### config.mk
export PLATFORM = sky130hd
export DESIGN_NAME = adf_feature_regs
export DESIGN_NICKNAME = d
export VERILOG_FILES = /design/src/adf_pkg.sv /design/src/adf_feature_regs.sv
export SDC_FILE = /design/constraint.sdc
export NUM_CORES = 1
export LEC_CHECK = 0
export BUFFER_PORTS_ARGS = -buffer_cell sky130_fd_sc_hd__buf_4
export CAP_MARGIN = 40
export CORE_MARGIN = 3
export CORE_UTILIZATION = 30
export DETAILED_ROUTE_END_ITERATION = 10
export GPL_ROUTABILITY_DRIVEN = 1
export SLEW_MARGIN = 10
export SYNTH_ARGS = -nofsm -noshare
export SYNTH_HDL_FRONTEND = slang
export SYNTH_SLANG_ARGS = --single-unit
### constraint.sdc
create_clock -name clk -period 1.6 [get_ports clk]
set_clock_uncertainty 0.05 [all_clocks]
set_input_delay 0 -clock clk [delete_from_list [all_inputs] [get_ports clk]]
set_output_delay 0 -clock clk [all_outputs]
set_load 0.01 [all_outputs]
### src/adf_pkg.sv
// Shared constants and carrier types for the converter's digital feature
// control register bank.
// Assumes an 8-bit register port with 13-bit addresses from a serial
// port front end that runs on the same clock as this bank.
package adf_pkg;

  // Register port geometry.
  localparam int ADDR_W = 13;
  localparam int DATA_W = 8;
  localparam int NUM_CH = 2;

  // Register offsets.
  localparam logic [12:0] A_OR_PIN    = 13'h002A;
  localparam logic [12:0] A_OUT_ASSGN = 13'h002E;
  localparam logic [12:0] A_SYNC      = 13'h0100;
  localparam logic [12:0] A_USER2     = 13'h0101;
  localparam logic [12:0] A_IQ_CTRL   = 13'h0110;
  localparam logic [12:0] A_IQ_FORCE  = 13'h0111;
  localparam logic [12:0] A_GAIN_BW   = 13'h0112;
  localparam logic [12:0] A_PHASE_BW  = 13'h0113;
  localparam logic [12:0] A_DC_BW     = 13'h0114;
  localparam logic [12:0] A_GAIN_LO   = 13'h0116;
  localparam logic [12:0] A_GAIN_HI   = 13'h0117;
  localparam logic [12:0] A_PHASE_LO  = 13'h0118;
  localparam logic [12:0] A_PHASE_HI  = 13'h0119;
  localparam logic [12:0] A_DCI_LO    = 13'h011A;
  localparam logic [12:0] A_DCI_HI    = 13'h011B;
  localparam logic [12:0] A_DCQ_LO    = 13'h011C;
  localparam logic [12:0] A_DCQ_HI    = 13'h011D;

  // Reset values.
  localparam logic [7:0] RST_SYNC  = 8'h01;
  localparam logic [7:0] RST_USER2 = 8'h88;
  localparam logic [7:0] RST_ZERO  = 8'h00;
  localparam logic [4:0] RST_EXP   = 5'h02;
  // Per-channel resets: overrange pin on for both, A routed A, B routed B.
  localparam logic [1:0] RST_OR_EN  = 2'h3;
  localparam logic [1:0] RST_ASSIGN = 2'h2;

  // Writable bit masks; open bits are dropped on write.
  localparam logic [7:0] MSK_SYNC  = 8'h07;
  localparam logic [7:0] MSK_USER2 = 8'h8D;
  localparam logic [7:0] MSK_CTRL  = 8'h3F;
  localparam logic [7:0] MSK_FORCE = 8'h07;

  // Field positions.
  localparam int B_MASTER  = 0;
  localparam int B_DIV_EN  = 1;
  localparam int B_NEXT    = 2;
  localparam int B_PD_DIS  = 0;
  localparam int B_RUN_OSC = 2;
  localparam int B_DETECT  = 3;
  localparam int B_OE_FUNC = 7;
  localparam int B_FREEZE  = 3;

  // Widths of the initial correction values.
  localparam int W_GAIN  = 15;
  localparam int W_PHASE = 13;
  localparam int W_DC    = 14;

  // Divider sync mode, Gray coded along off, continuous, one-shot.
  typedef enum logic [1:0] {
    SYNC_OFF  = 2'b00,
    SYNC_CONT = 2'b01,
    SYNC_ONCE = 2'b11
  } adf_sync_mode_t;

  // Correction settings; term bit 0 gain, 1 phase, 2 dc.
  typedef struct packed {
    logic [2:0]         enable;
    logic [2:0]         freeze;
    logic [2:0]         forceOn;
    logic [2:0]         estimate;
    logic [4:0]         gainExp;
    logic [4:0]         phaseExp;
    logic [4:0]         dcExp;
    logic [W_GAIN-1:0]  initGain;
    logic [W_PHASE-1:0] initPhase;
    logic [W_DC-1:0]    initDcI;
    logic [W_DC-1:0]    initDcQ;
  } adf_iq_cfg_t;

  // Clock, oscillator and pin controls.
  typedef struct packed {
    logic divSyncPulse;
    logic oscRun;
    logic outputsOff;
    logic pullDownOn;
  } adf_misc_t;

endpackage : adf_pkg

### src/adf_feature_regs.sv
// Digital feature control register bank of a dual converter: divider
// sync gating, user control, iq mismatch correction settings and the
// per-channel overrange pin and output assignment.
// Assumes a serial port front end on clk that presents one byte access
// at a time, and a channel index that selects the local registers.
//
// Operation
// - No sync action without master sync enable.
// - Pulses reach divider only with both enables.
// - Next-only clear means resync every pulse.
// - One-shot mode takes first pulse, ignores rest.
// - One-shot sync clears divider enable bit itself.
// - Function bit makes output enable pin effective.
// - Detect bit starts oscillator on low rate.
// - Detect bit clear disables the low-rate detector.
// - Run bit forces the oscillator on, overriding detector.
// - Bit zero set switches serial pull-down off.
// - Freeze bits halt estimation, keep last value.
// - Enable bits switch each correction term; default off.
// - Force dc applies initial dc I and Q.
// - Force phase applies initial phase value.
// - Force gain applies initial gain value.
// - Gain loop exponent, five bits, default two.
// - Phase loop exponent, five bits, default two.
// - Dc loop exponent, five bits, default two.
// - Initial values split into low, high bytes.
`timescale 1ns/1ps

module adf_feature_regs (
  // Clock and reset.
  input  wire  logic                      clk,
  input  wire  logic                      rstn,
  // Register port from the serial front end.
  input  wire  logic                      regWrEn,
  input  wire  logic                      regRdEn,
  input  wire  logic [adf_pkg::ADDR_W-1:0] regAddr,
  input  wire  logic [adf_pkg::DATA_W-1:0] regWrData,
  output logic       [adf_pkg::DATA_W-1:0] regRdData,
  output logic                            regRdValid,
  // Channel index for the local registers, bit 0 A, bit 1 B.
  input  wire  logic [adf_pkg::NUM_CH-1:0] chanSelect,
  // Asynchronous inputs from pins and analog circuits.
  input  wire  logic                      syncPin,
  input  wire  logic                      outEnPin,
  input  wire  logic                      encodeRateLow,
  // Controls to the rest of the converter.
  output adf_pkg::adf_misc_t               miscCtrl,
  output adf_pkg::adf_iq_cfg_t             iqCfg,
  output logic       [adf_pkg::NUM_CH-1:0] orPinEnable,
  output logic       [adf_pkg::NUM_CH-1:0] chanAssign
);

  // Global registers.
  logic [7:0] syncCtrl_r;          // Sync control.
  logic [7:0] user2_r;             // User control two.
  logic [7:0] iqCtrl_r;            // Enables and freezes.
  logic [7:0] iqForce_r;           // Force bits.
  logic [4:0] gainExp_r;           // Gain loop exponent.
  logic [4:0] phaseExp_r;          // Phase loop exponent.
  logic [4:0] dcExp_r;             // Dc loop exponent.
  logic [7:0] gainLo_r;            // Initial gain, low byte.
  logic [6:0] gainHi_r;            // Initial gain, high bits.
  logic [7:0] phaseLo_r;           // Initial phase, low byte.
  logic [4:0] phaseHi_r;           // Initial phase, high bits.
  logic [7:0] dcILo_r;             // Initial dc I, low byte.
  logic [5:0] dcIHi_r;             // Initial dc I, high bits.
  logic [7:0] dcQLo_r;             // Initial dc Q, low byte.
  logic [5:0] dcQHi_r;             // Initial dc Q, high bits.

  // Per-channel local registers.
  logic [adf_pkg::NUM_CH-1:0] orEn_r;      // Overrange pin enables.
  logic [adf_pkg::NUM_CH-1:0] assign_r;    // Output assignment.

  // Synchronisers and sync edge detection.
  logic [1:0] syncPinFf_r;         // Sync pin, two flops.
  logic       syncPrev_r;          // Previous synchronised level.
  logic [1:0] oePinFf_r;           // Output enable pin, two flops.
  logic [1:0] rateLowFf_r;         // Low rate flag, two flops.
  logic       syncEdge;            // Rising edge on the sync pin.

  // Sync mode and the one-shot self clear.
  adf_pkg::adf_sync_mode_t syncMode;
  logic       divEnClear;          // One-shot pulse consumed.

  // Write strobe per address.
  // Reads decode the address in their own case.
  function automatic logic wrHit(input logic [12:0] a);
    wrHit = regWrEn && (regAddr == a);
  endfunction : wrHit

  // Double flop every asynchronous input before any logic looks at it.
  // The first stage may be metastable, so only the shift reads it.
  always_ff @(posedge clk or negedge rstn) begin
    if (!rstn) begin
      // Idle low levels, so no false edge follows release.
      syncPinFf_r <= 2'h0;
      oePinFf_r   <= 2'h0;
      rateLowFf_r <= 2'h0;
      syncPrev_r  <= 1'b0;
    end else begin
      // One stage per clock for every pin.
      syncPinFf_r <= {syncPinFf_r[0], syncPin};
      oePinFf_r   <= {oePinFf_r[0], outEnPin};
      rateLowFf_r <= {rateLowFf_r[0], encodeRateLow};
      syncPrev_r  <= syncPinFf_r[1];
    end
  end

  // Only the second flop feeds the edge detector.
  // Pin pulses shorter than one clock may be missed.
  assign syncEdge = syncPinFf_r[1] & ~syncPrev_r;

  // Pick the divider sync mode from the three control bits.
  // The mode is combinational; consumers register what they need.
  always_comb begin
    case ({syncCtrl_r[adf_pkg::B_MASTER], syncCtrl_r[adf_pkg::B_DIV_EN]})
      2'b11: begin
        if (syncCtrl_r[adf_pkg::B_NEXT]) begin
          syncMode = adf_pkg::SYNC_ONCE;
        end else begin
          syncMode = adf_pkg::SYNC_CONT;
        end
      end
      // Master off, or divider gate closed: no sync at all.
      default: begin
        syncMode = adf_pkg::SYNC_OFF;
      end
    endcase
  end

  // In one-shot mode the first pulse disarms the divider gate.
  assign divEnClear = syncEdge && (syncMode == adf_pkg::SYNC_ONCE);

  // Sync control; a software write in the clearing cycle wins, because
  // it is a fresh arm that the host expects to take effect.
  always_ff @(posedge clk or negedge rstn) begin
    if (!rstn) begin
      syncCtrl_r <= adf_pkg::RST_SYNC;
    end else if (wrHit(adf_pkg::A_SYNC)) begin
      syncCtrl_r <= regWrData & adf_pkg::MSK_SYNC;
    end else if (divEnClear) begin
      // Only the divider gate drops; the other bits stay.
      syncCtrl_r[adf_pkg::B_DIV_EN] <= 1'b0;
    end
  end

  // User control two.
  // Reset leaves the pin function and rate detector on.
  always_ff @(posedge clk or negedge rstn) begin
    if (!rstn) begin
      user2_r <= adf_pkg::RST_USER2;
    end else if (wrHit(adf_pkg::A_USER2)) begin
      user2_r <= regWrData & adf_pkg::MSK_USER2;
    end
  end

  // Correction control and force registers.
  // Freeze bits act only on terms that are enabled.
  always_ff @(posedge clk or negedge rstn) begin
    if (!rstn) begin
      iqCtrl_r  <= adf_pkg::RST_ZERO;
      iqForce_r <= adf_pkg::RST_ZERO;
    end else begin
      if (wrHit(adf_pkg::A_IQ_CTRL)) begin
        iqCtrl_r <= regWrData & adf_pkg::MSK_CTRL;
      end
      // Force bits select the static values over the estimates.
      if (wrHit(adf_pkg::A_IQ_FORCE)) begin
        iqForce_r <= regWrData & adf_pkg::MSK_FORCE;
      end
    end
  end

  // Loop exponents; the upper three bits are open and never stored.
  // The loops decode the time constant; this bank only stores it.
  always_ff @(posedge clk or negedge rstn) begin
    if (!rstn) begin
      gainExp_r  <= adf_pkg::RST_EXP;
      phaseExp_r <= adf_pkg::RST_EXP;
      dcExp_r    <= adf_pkg::RST_EXP;
    end else begin
      // Each write keeps the five exponent bits only.
      if (wrHit(adf_pkg::A_GAIN_BW)) begin
        gainExp_r <= regWrData[4:0];
      end
      if (wrHit(adf_pkg::A_PHASE_BW)) begin
        phaseExp_r <= regWrData[4:0];
      end
      if (wrHit(adf_pkg::A_DC_BW)) begin
        dcExp_r <= regWrData[4:0];
      end
    end
  end

  // Initial values, each byte written on its own; the halves are not
  // staged, so a consumer may see a mixed value between the two writes.
  always_ff @(posedge clk or negedge rstn) begin
    if (!rstn) begin
      gainLo_r  <= 8'h00;
      gainHi_r  <= 7'h00;
      phaseLo_r <= 8'h00;
      phaseHi_r <= 5'h00;
      dcILo_r   <= 8'h00;
      dcIHi_r   <= 6'h00;
      dcQLo_r   <= 8'h00;
      dcQHi_r   <= 6'h00;
    end else begin
      // Low bytes hold bits 7 to 0; high bytes the rest.
      if (wrHit(adf_pkg::A_GAIN_LO)) begin
        gainLo_r <= regWrData;
      end
      if (wrHit(adf_pkg::A_GAIN_HI)) begin
        gainHi_r <= regWrData[6:0];
      end
      if (wrHit(adf_pkg::A_PHASE_LO)) begin
        phaseLo_r <= regWrData;
      end
      if (wrHit(adf_pkg::A_PHASE_HI)) begin
        phaseHi_r <= regWrData[4:0];
      end
      if (wrHit(adf_pkg::A_DCI_LO)) begin
        dcILo_r <= regWrData;
      end
      if (wrHit(adf_pkg::A_DCI_HI)) begin
        dcIHi_r <= regWrData[5:0];
      end
      if (wrHit(adf_pkg::A_DCQ_LO)) begin
        dcQLo_r <= regWrData;
      end
      if (wrHit(adf_pkg::A_DCQ_HI)) begin
        dcQHi_r <= regWrData[5:0];
      end
    end
  end

  // Local registers: a write lands in every channel the index selects.
  // Both index bits set: one write reaches both channels.
  genvar ch;
  generate
    for (ch = 0; ch < adf_pkg::NUM_CH; ch++) begin : g_chan
      always_ff @(posedge clk or negedge rstn) begin
        if (!rstn) begin
          orEn_r[ch]   <= adf_pkg::RST_OR_EN[ch];
          assign_r[ch] <= adf_pkg::RST_ASSIGN[ch];
        end else if (chanSelect[ch]) begin
          // Unselected channels keep their setting.
          if (wrHit(adf_pkg::A_OR_PIN)) begin
            orEn_r[ch] <= regWrData[0];
          end
          if (wrHit(adf_pkg::A_OUT_ASSGN)) begin
            assign_r[ch] <= regWrData[0];
          end
        end
      end
    end
  endgenerate

  // Read data one cycle after the strobe; local registers answer for
  // channel A when it is selected, otherwise for B.
  // A same-cycle write to the address is not yet visible.
  always_ff @(posedge clk or negedge rstn) begin
    if (!rstn) begin
      regRdData  <= 8'h00;
      regRdValid <= 1'b0;
    end else begin
      regRdValid <= regRdEn;
      if (regRdEn) begin
        case (regAddr)
          adf_pkg::A_OR_PIN:
            regRdData <= {7'h00, chanSelect[0] ? orEn_r[0] : orEn_r[1]};
          adf_pkg::A_OUT_ASSGN:
            regRdData <= {7'h00, chanSelect[0] ? assign_r[0] : assign_r[1]};
          // Global registers; open bits were never stored.
          adf_pkg::A_SYNC:     regRdData <= syncCtrl_r;
          adf_pkg::A_USER2:    regRdData <= user2_r;
          adf_pkg::A_IQ_CTRL:  regRdData <= iqCtrl_r;
          adf_pkg::A_IQ_FORCE: regRdData <= iqForce_r;
          adf_pkg::A_GAIN_BW:  regRdData <= {3'h0, gainExp_r};
          adf_pkg::A_PHASE_BW: regRdData <= {3'h0, phaseExp_r};
          adf_pkg::A_DC_BW:    regRdData <= {3'h0, dcExp_r};
          adf_pkg::A_GAIN_LO:  regRdData <= gainLo_r;
          adf_pkg::A_GAIN_HI:  regRdData <= {1'h0, gainHi_r};
          adf_pkg::A_PHASE_LO: regRdData <= phaseLo_r;
          adf_pkg::A_PHASE_HI: regRdData <= {3'h0, phaseHi_r};
          adf_pkg::A_DCI_LO:   regRdData <= dcILo_r;
          adf_pkg::A_DCI_HI:   regRdData <= {2'h0, dcIHi_r};
          adf_pkg::A_DCQ_LO:   regRdData <= dcQLo_r;
          adf_pkg::A_DCQ_HI:   regRdData <= {2'h0, dcQHi_r};
          // Unmapped addresses read as zero.
          default:             regRdData <= 8'h00;
        endcase
      end
    end
  end

  // Clock, oscillator and pin controls, registered.
  // Registering them keeps decode glitches off the analog side.
  always_ff @(posedge clk or negedge rstn) begin
    if (!rstn) begin
      // All controls inactive while in reset.
      miscCtrl <= '0;
    end else begin
      // Divider sees a pulse only while a sync mode is live.
      miscCtrl.divSyncPulse <= syncEdge &&
                               (syncMode != adf_pkg::SYNC_OFF);
      // Run bit overrides; detector only counts while enabled.
      miscCtrl.oscRun <= user2_r[adf_pkg::B_RUN_OSC] |
                         (user2_r[adf_pkg::B_DETECT] &
                          rateLowFf_r[1]);
      // Pin high turns outputs off only when its function is enabled.
      miscCtrl.outputsOff <= user2_r[adf_pkg::B_OE_FUNC] &
                             oePinFf_r[1];
      miscCtrl.pullDownOn <= ~user2_r[adf_pkg::B_PD_DIS];
    end
  end

  // Correction settings to the datapath, registered.
  // Each field follows its register by one cycle, two cycles after the write strobe.
  always_ff @(posedge clk or negedge rstn) begin
    if (!rstn) begin
      // Settings read zero until the first edge after release.
      iqCfg <= '0;
    end else begin
      iqCfg.enable   <= iqCtrl_r[2:0];
      iqCfg.freeze   <= iqCtrl_r[adf_pkg::B_FREEZE +: 3];
      // Estimation runs only for enabled, unfrozen terms.
      iqCfg.estimate <= iqCtrl_r[2:0] &
                        ~iqCtrl_r[adf_pkg::B_FREEZE +: 3];
      iqCfg.forceOn  <= iqForce_r[2:0];
      iqCfg.gainExp  <= gainExp_r;
      iqCfg.phaseExp <= phaseExp_r;
      iqCfg.dcExp    <= dcExp_r;
      iqCfg.initGain  <= {gainHi_r, gainLo_r};
      iqCfg.initPhase <= {phaseHi_r, phaseLo_r};
      iqCfg.initDcI   <= {dcIHi_r, dcILo_r};
      iqCfg.initDcQ   <= {dcQHi_r, dcQLo_r};
    end
  end

  // Per-channel pin controls come straight from their flops.
  // The pin drivers sit outside; these are enables only.
  assign orPinEnable = orEn_r;
  assign chanAssign  = assign_r;

endmodule : adf_feature_regs

# Yosys cells after proc, flatten, opt, wreduce, memory -nomap -nowiden
# Index checks and enable logic that the tools add are counted.
# Widths: inputs -> output; s select.
# op_classes
n_eq_ne	19
reduce_logical	25
n_bitwise	8
mux	7
# op_table
op	count
$eq 13x9->1 const B	15
$pmux 8 s17	1
$eq 13x6->1 const B	2
$logic_and 1x1->1	19
$reduce_and 2->1	4
$eq 2x2->1 const B	2
$mux 1	4
$mux 2	2
$reduce_bool 2->1	2
$and 1x1->1	3
$and 3x3->3	1
$not 3->3	1
$not 1->1	2
$or 1x1->1	1
# word_totals
regBits	194
input_bits	30
out_inout_bits	100

# Depth between registers and ports, before layout
# Gate-level depths: netlist (run 1).
# depth
word_depth	6
ltp_mapped	8
depth_no_buf	5

# Worst setup path after synthesis (run 1)
# No wires, ideal clock.
# synth_path
path_kind	in2reg
from	input regAddr[9] (netlist name)
to	register iqCtrl_r[1]
arrival_ns	1.665
setup_time_ns	0.125
path_buffers	0
stages	5
path_slack_ns	-0.240
path_cell_list	nor4_4 > nand4_4 > or3_1 > nor3_4 > mux2_2
# synth_via
elab_chain_cells	2
# synth_rtl
element	line_no	source
from (decl)	adf_feature_regs.sv:36	input wire logic [adf_pkg::ADDR_W-1:0] regAddr,
$eq 13x9->1	adf_feature_regs.sv:88	wrHit = regWrEn && (regAddr == a);
$logic_and 1x1->1	adf_feature_regs.sv:88	
to (signal assigned)	adf_feature_regs.sv:161	iqCtrl_r <= adf_pkg::RST_ZERO;
to (signal assigned)	adf_feature_regs.sv:165	iqCtrl_r <= regWrData & adf_pkg::MSK_CTRL;
to (decl)	adf_feature_regs.sv:56	logic [7:0] iqCtrl_r;
# No other way between the ends.
# A chain may end at the register's enable or synchronous reset.

# Final worst setup path (run 1)
# layout_path
from	register iqCtrl_r[0]
to	register regRdData[0] (netlist name)
# layout_via
elab_chain_cells	1
# layout_rtl
element	line_no	source
$pmux 8 s17	adf_feature_regs.sv:268	case (regAddr)
to (signal assigned)	adf_feature_regs.sv:270	regRdData <= {7'h00, chanSelect[0] ? orEn_r[0] : orEn_r[1]};
to (signal assigned)	adf_feature_regs.sv:272	regRdData <= {7'h00, chanSelect[0] ? assign_r[0] : assign_r[1]};
to (signal assigned)	adf_feature_regs.sv:274	adf_pkg::A_SYNC: regRdData <= syncCtrl_r;
to (decl)	adf_feature_regs.sv:38	output logic [adf_pkg::DATA_W-1:0] regRdData,
# No other way between the ends.

==> results of run 1 <==
==> cell families (layout without fill, tap and decap cells) <==
group,Yosys count,in the layout,share of synthesized area (%)
AND/OR/NAND/NOR,114,114,9.93
multiplexers,108,108,16.7
flip-flops,194,194,65.7
AO/OA/AOI/OAI,57,57,5.73
buffers and inverters,37,266,1.94
==> path summary, 6_finish.rpt <==
path | slack [ns] | to | from
max | 0.06 | regRdData[0] | iqCtrl_r[0]
min | 0.04 | iqCfg[15] | rstn
max reg2reg | 0.06 | regRdData[0] | iqCtrl_r[0]
min reg2reg | 0.30 | rateLowFf_r[1] | rateLowFf_r[0]
max in group asynchronous | 0.79 | orPinEnable[1] | rstn
min in group clk | 0.07 | regRdData[3] | regAddr[6]
==> state kept, by name, summed over array words and instances (netlist names), 3 cells and up <==
register	flops
iqCfg	83
dcILo_r	8
dcQLo_r	8
gainLo_r	8
phaseLo_r	8
regRdData	8
gainHi_r	7
dcIHi_r	6
dcQHi_r	6
iqCtrl_r	6
dcExp_r	5
gainExp_r	5
phaseExp_r	5
phaseHi_r	5
miscCtrl	4
user2_r	4
iqForce_r	3
syncCtrl_r	3
==> layout make-up <==
class	instances	area share, %
clock buffers	20	4.41
repair buffers	224	17.7
flip-flops and latches	194	48.1
inverters	10	0.371
clock inverters	12	1.21
multi-input cells	279	24.3
well taps	319	3.94
==> critical path: cells and delay by family (launching register included) <==
kind	cells	cell delay, ns
compound gates	4	0.71
flops	1	0.40
mux	1	0.27
==> through the flow <==
stage | area [um^2] | cells
finish | 10100 | 1058
global route | 10100 | 1058
CTS | 10100 | 1057
detailed placement | 9370 | 1009
global placement | 9370 | 1009
floorplan | 7460 | 510
==> layer usage <==
metal / wire length, um / track usage (%) / vias to the layer above
li1: - / - / 2287
met1: 9440 / 22.6 / 2562
met2: 9710 / 24.9 / 176
met3: 1170 / 3.63 / 26
met4: 368 / 4.81 / 0
met5: 0 / 0 / -
==> what timing repair did <==
| item | CTS | global route |
|---|---|---|
| hold buffers | 16 | 0 |
| endpoints found under the hold margin | 289 | 0 |
| pin swaps | 0 | 4 |
| endpoints found under the setup margin | 1 | 4 |
| buffers inserted | 0 | 1 |
| gates cloned | 0 | 0 |
| resized for setup | 1 | 1 |
==> power by group through the flow <==
stage	Clock (mW)	Combinational (mW)	Sequential, mW
floorplan	0	0.158	5.03
global placement	0	0.494	5.03
detailed placement	0	0.503	5.03
CTS	4.25	0.537	4.93
global route	4.43	0.578	4.93
finish	4.13	0.531	4.93
==> cell usage after synthesis (3+ instances only) <==
library cell    n
nor3b_1         4
inv_1           9
buf_2           4
o32ai_1         4
buf_1           3
mux2i_1        10
nand2_1        16
nor3_2          3
a22o_1          3
dfstp_2         9
nand3_1        21
a21o_1          3
o221ai_1        4
o21ai_0         7
nor2_2          3
dfrtp_1       185
nand2b_1        5
nor2b_1        11
nor3_1         10
a31oi_1         3
and2_1          3
o22ai_1         4
nor2_1         13
nand3b_1        4
clkbuf_1       20
and3b_1         3
mux2_2         93
mux4_2          3
a21oi_1         4
o211ai_1        4
a22oi_1         3
==> out/qor.yml, run 1 <==
layout:
  final_common_cell: "buf_4"
  fin_util_pct: 42.3
  final_cell_mix: "202 x buf_4, 185 x dfrtp_1, 87 x mux2_2"
  regArea_um2: 4870
  fin_nets: 756
  multi_input_area_um2: 2460
  area_growth_syn_to_layout_pct: 36.6
  fill_cells: 2209
  drive_gt1_share_pct: 49.1
  num_antenna_cells: 0
yosys:
  synth.avg_cell_area_um2: 14.5
  synthFlopType: "dfrtp_1"
  yosysSeqAreaShare_pct: 65.7
  synth_edf_count: 0
  yosysWarnings: 0
  async_flop_share_pct: 100
  synth_nets: 540
  synth.top_cells.by_area: "dfrtp_1 63%, mux2_2 14%, dfstp_2 3.2%"
  syn_inst: 510
  synth_area_um2: 7410
  synth-seq-cells: 194
  synthDistinctLibCells: 59
  synth_top_area_share_pct: 62.5
  synth_area_leader_cell: "dfrtp_1"
floorplanning:
  rows: 56
  die-area_um2: 26600
  ioPinCount: 130
  initial_utilization_pct: 31.0
  core-area_um2: 23900
  die_w_um: 163
  die_height_um: 163
timing:
  relSlewSlack_pct: 60.8
  worst_hold_slack_ns: 0.0441
  fmax_mhz: 651
  final_max_slew_viol_count: 0
  setup_viol: 0
  rsz0062_at_grt: "no"
  finalCritPeriodShare_pct: 96.0
  worst_pin_slew_ns: 0.586
  finalWorstSetupSlack_ns: 0.0632
  fin_crit_ns: 1.54
  hold_viol: 0
  fin_tns_setup_ns: 0
detailed_routing:
  drt-initial-drc-count: 301
  drc: 0
  drtAntennaViolNets: 0
  vias_per_cell: 4.77
  wl_per_cell_um: 19.6
  via_count: 5051
  drt_first_pass_iters: 5
  routed_wl_um: 20700
setup_path:
  cp_max_fo: 2
  path_cells: "mux2_2, a32o_1, a21o_1, o211ai_1, o211ai_1"
  cp_slowest_cell: "dfrtp_1"
  max_stage_delay_ns: 0.40
  reg2reg_depth: 5
  crit_arrival_ns: 1.79
  worstSetupPathType: "reg -> reg"
  cp.required_ns: 1.86
  crit_top_cell: "o211ai_1"
  start_kind: "flip-flop"
  cp-end-kind: "flip-flop"
global_route:
  grt_max_degree: 54
  grt-ovfl-total: 0
  grt_first_pass_wirelength_um: 32100
  gr-usage-all-layers_pct: 16.0
  antenna_found_initial: 0
  grt_pass1_vias: 5434
pwr:
  internal_power_mw: 7.36
  power.switching_mw: 2.24
  power_mw: 9.59
  comb_power_share_pct: 5.5
  power_density_nw_per_um2: 948
  p_sw_share_pct: 23.3
  ir_drop_uv: 572
  p_leak_nw: 4.99
  clock_power_share_pct: 43.0
  seqPwrFrac_pct: 51.4
clock_network:
  root_buffer: "clkbuf_16"
  cts_max_level: 4
  clkSlewWorstSetupHoldPaths_ns: 0.07
  numCtsBuffers: 17
  clock_path_buffers: 2
  cts_tree: "done"
  cts.sinks: 194
  clk_latency_ns: 0.44
placed_design:
  numPortBuffers: 129
  gp_congestion: 0.901
  dp.final_hpwl_um: 15300
  place_ws_ns: -0.332
job:
  cap_viol_max_count: 0
hold_path:
  min-delay-path-class: "in -> async"
outcome:
  status: "finished, final reports clean"
No activity file was read; power rests on OpenSTA's default activity.
==> run 2, diff against run 1 <==
Settings changed: RECOVER_POWER set to 25.
==> run 2 against run 1 <==
  * Wire length hardly changed
  * Clock power hardly changed
  * Count of clock-buffer cells in the layout stayed put
  * Largest power group unchanged
==> out/qor.yml, run 2 (same netlist as run 1, synthesis figures left out) <==
timing:
  final_max_slew_viol_count: 0
  fin_crit_ns: 1.54
  rsz0062_at_grt: "no"
  worst_pin_slew_ns: 1.19
  fmax_mhz: 648
  hold_viol: 0
  relSlewSlack_pct: 20.7
  fin_tns_setup_ns: 0
  finalCritPeriodShare_pct: 96.5
  setup_viol: 0
  finalWorstSetupSlack_ns: 0.0566
setup_path:
  cp_max_fo: 2
  ff2ff_setup_slack_ns: 0.06
  start_kind: "flip-flop"
  crit_arrival_ns: 1.80
  cp-end-kind: "flip-flop"
  r2r-end: "regRdData[0]"
  critPathLaunch: "iqCtrl_r[0]"
  worstSetupPathType: "reg -> reg"
  reg2reg_depth: 5
  cp.required_ns: 1.86
  crit_top_cell: "o211ai_1"
  path_cells: "mux2_2, a32o_1, a21o_1, o211ai_1, o211ai_1"
  max_stage_delay_ns: 0.40
  rr_startpoint: "iqCtrl_r[0]"
  cp_slowest_cell: "dfrtp_1"
layout:
  drive_gt1_share_pct: 48.3
  area_growth_syn_to_layout_pct: 36.2
  fin_area_um2: 10100
  num_antenna_cells: 0
  fin_nets: 756
  largest_reg_flops: 83
  final_common_cell: "buf_4"
  final_cell_mix: "194 x buf_4, 185 x dfrtp_1, 87 x mux2_2"
  fill_cells: 2212
  fin_util_pct: 42.2
  multi_input_area_um2: 2460
  regArea_um2: 4870
  regMostFlops: "iqCfg"
global_route:
  antenna_found_initial: 0
  grt_max_degree: 54
  gr-usage-all-layers_pct: 16.0
  grt_first_pass_wirelength_um: 32100
  grt_pass1_vias: 5434
  grt-ovfl-total: 0
job:
  cap_viol_max_count: 0
floorplanning:
  die-area_um2: 26600
  initial_utilization_pct: 31.0
  core-area_um2: 23900
  ioPinCount: 130
  rows: 56
  die_w_um: 163
  die_height_um: 163
pwr:
  p_leak_nw: 4.97
  power_density_nw_per_um2: 951
  power_mw: 9.60
  ir_drop_uv: 573
clock_network:
  cts.sinks: 194
  clk_latency_ns: 0.44
  root_buffer: "clkbuf_16"
  cts_tree: "done"
  cts_max_level: 4
  numCtsBuffers: 17
  clock_path_buffers: 2
  clkSlewWorstSetupHoldPaths_ns: 0.07
placed_design:
  numPortBuffers: 129
  gp_congestion: 0.901
  place_area_um2: 9370
  dp.final_hpwl_um: 15300
  place_ws_ns: -0.332
detailed_routing:
  routed_wl_um: 20700
  wl_per_cell_um: 19.6
  drc: 0
  drt_first_pass_iters: 5
  via_count: 5076
  drt-initial-drc-count: 331
  vias_per_cell: 4.80
  drtAntennaViolNets: 0
hold_path:
  holdPathStages: 3
  min_to: "user2_r[3]"
  min_from: "regWrEn"
  min-delay-path-class: "in -> reg"
outcome:
  status: "finished, final reports clean"
-- run 2: changes by cell type in the layout (fill, tap and decap cells not counted), sizes merged --
| cell | delta |
|---|---|
| clkbuf | +8 |
| buf | -8 |
-- run 2: layout make-up --
class | count | area share (%)
timing repair buffer | 224 | 17.5
multi-input combinational | 279 | 24.3
clock inverter | 12 | 1.22
clock buffer | 20 | 4.43
inverter | 10 | 0.372
tap | 319 | 3.96
sequential | 194 | 48.2
-- run 2: how the worst max path moves through the flow --
stage | slack, ns | cells past startpoint | to
3_5_place_dp | -0.33 | 7 | dcExp_r[3]
6_report | 0.06 | 5 | regRdData[0]
5_1_grt | 0.0009 | 4 | regRdData[2]
3_3_place_gp | -0.31 | 7 | dcExp_r[2]
4_1_cts | 0.008 | 5 | regRdData[1]
2_1_floorplan | -0.19 | 5 | iqCtrl_r[1]
-- run 2: critical path: cells and delay by family (launching register included) --
kind               cells  cell delay (ns)
DFF                    1             0.40
AOI/OAI and AO/OA      4             0.71
muxes                  1             0.27
-- run 2: per-stage QoR --
step / cells / hold slack, ns
floorplan: 510 / -0.346
global placement: 1009 / -0.0849
detailed placement: 1009 / -0.0825
CTS: 1057 / 0.0378
global route: 1058 / 0.0774
finish: 1058 / 0.0677
-- run 2: what timing repair did --
action / in CTS / in global routing
pin swaps: 0 / 4
buffers inserted: 0 / 1
hold buffers: 16 / 0
gates resized for setup: 1 / 1
hold endpoints to repair: 289 / 0
setup endpoints to repair: 1 / 4
-- run 2: report_power, final --
group          total [mW]  internal, mW  switching (mW)  leakage, nW
logic               0.529         0.207           0.322         2.06
registers            4.93          4.92         0.00944         2.64
clock network        4.14          2.22            1.91        0.267
total                9.60          7.35            2.25         4.97
-- run 2: layer usage --
metal	GRT usage [%]	wire length, um	share of wire (%)	vias to the layer above
met3	3.63	1060	5.1	26
met5	0	0	0	-
met1	22.6	9570	46	2580
met4	4.81	383	1.9	0
met2	24.9	9670	47	180
li1	-	-	-	2290
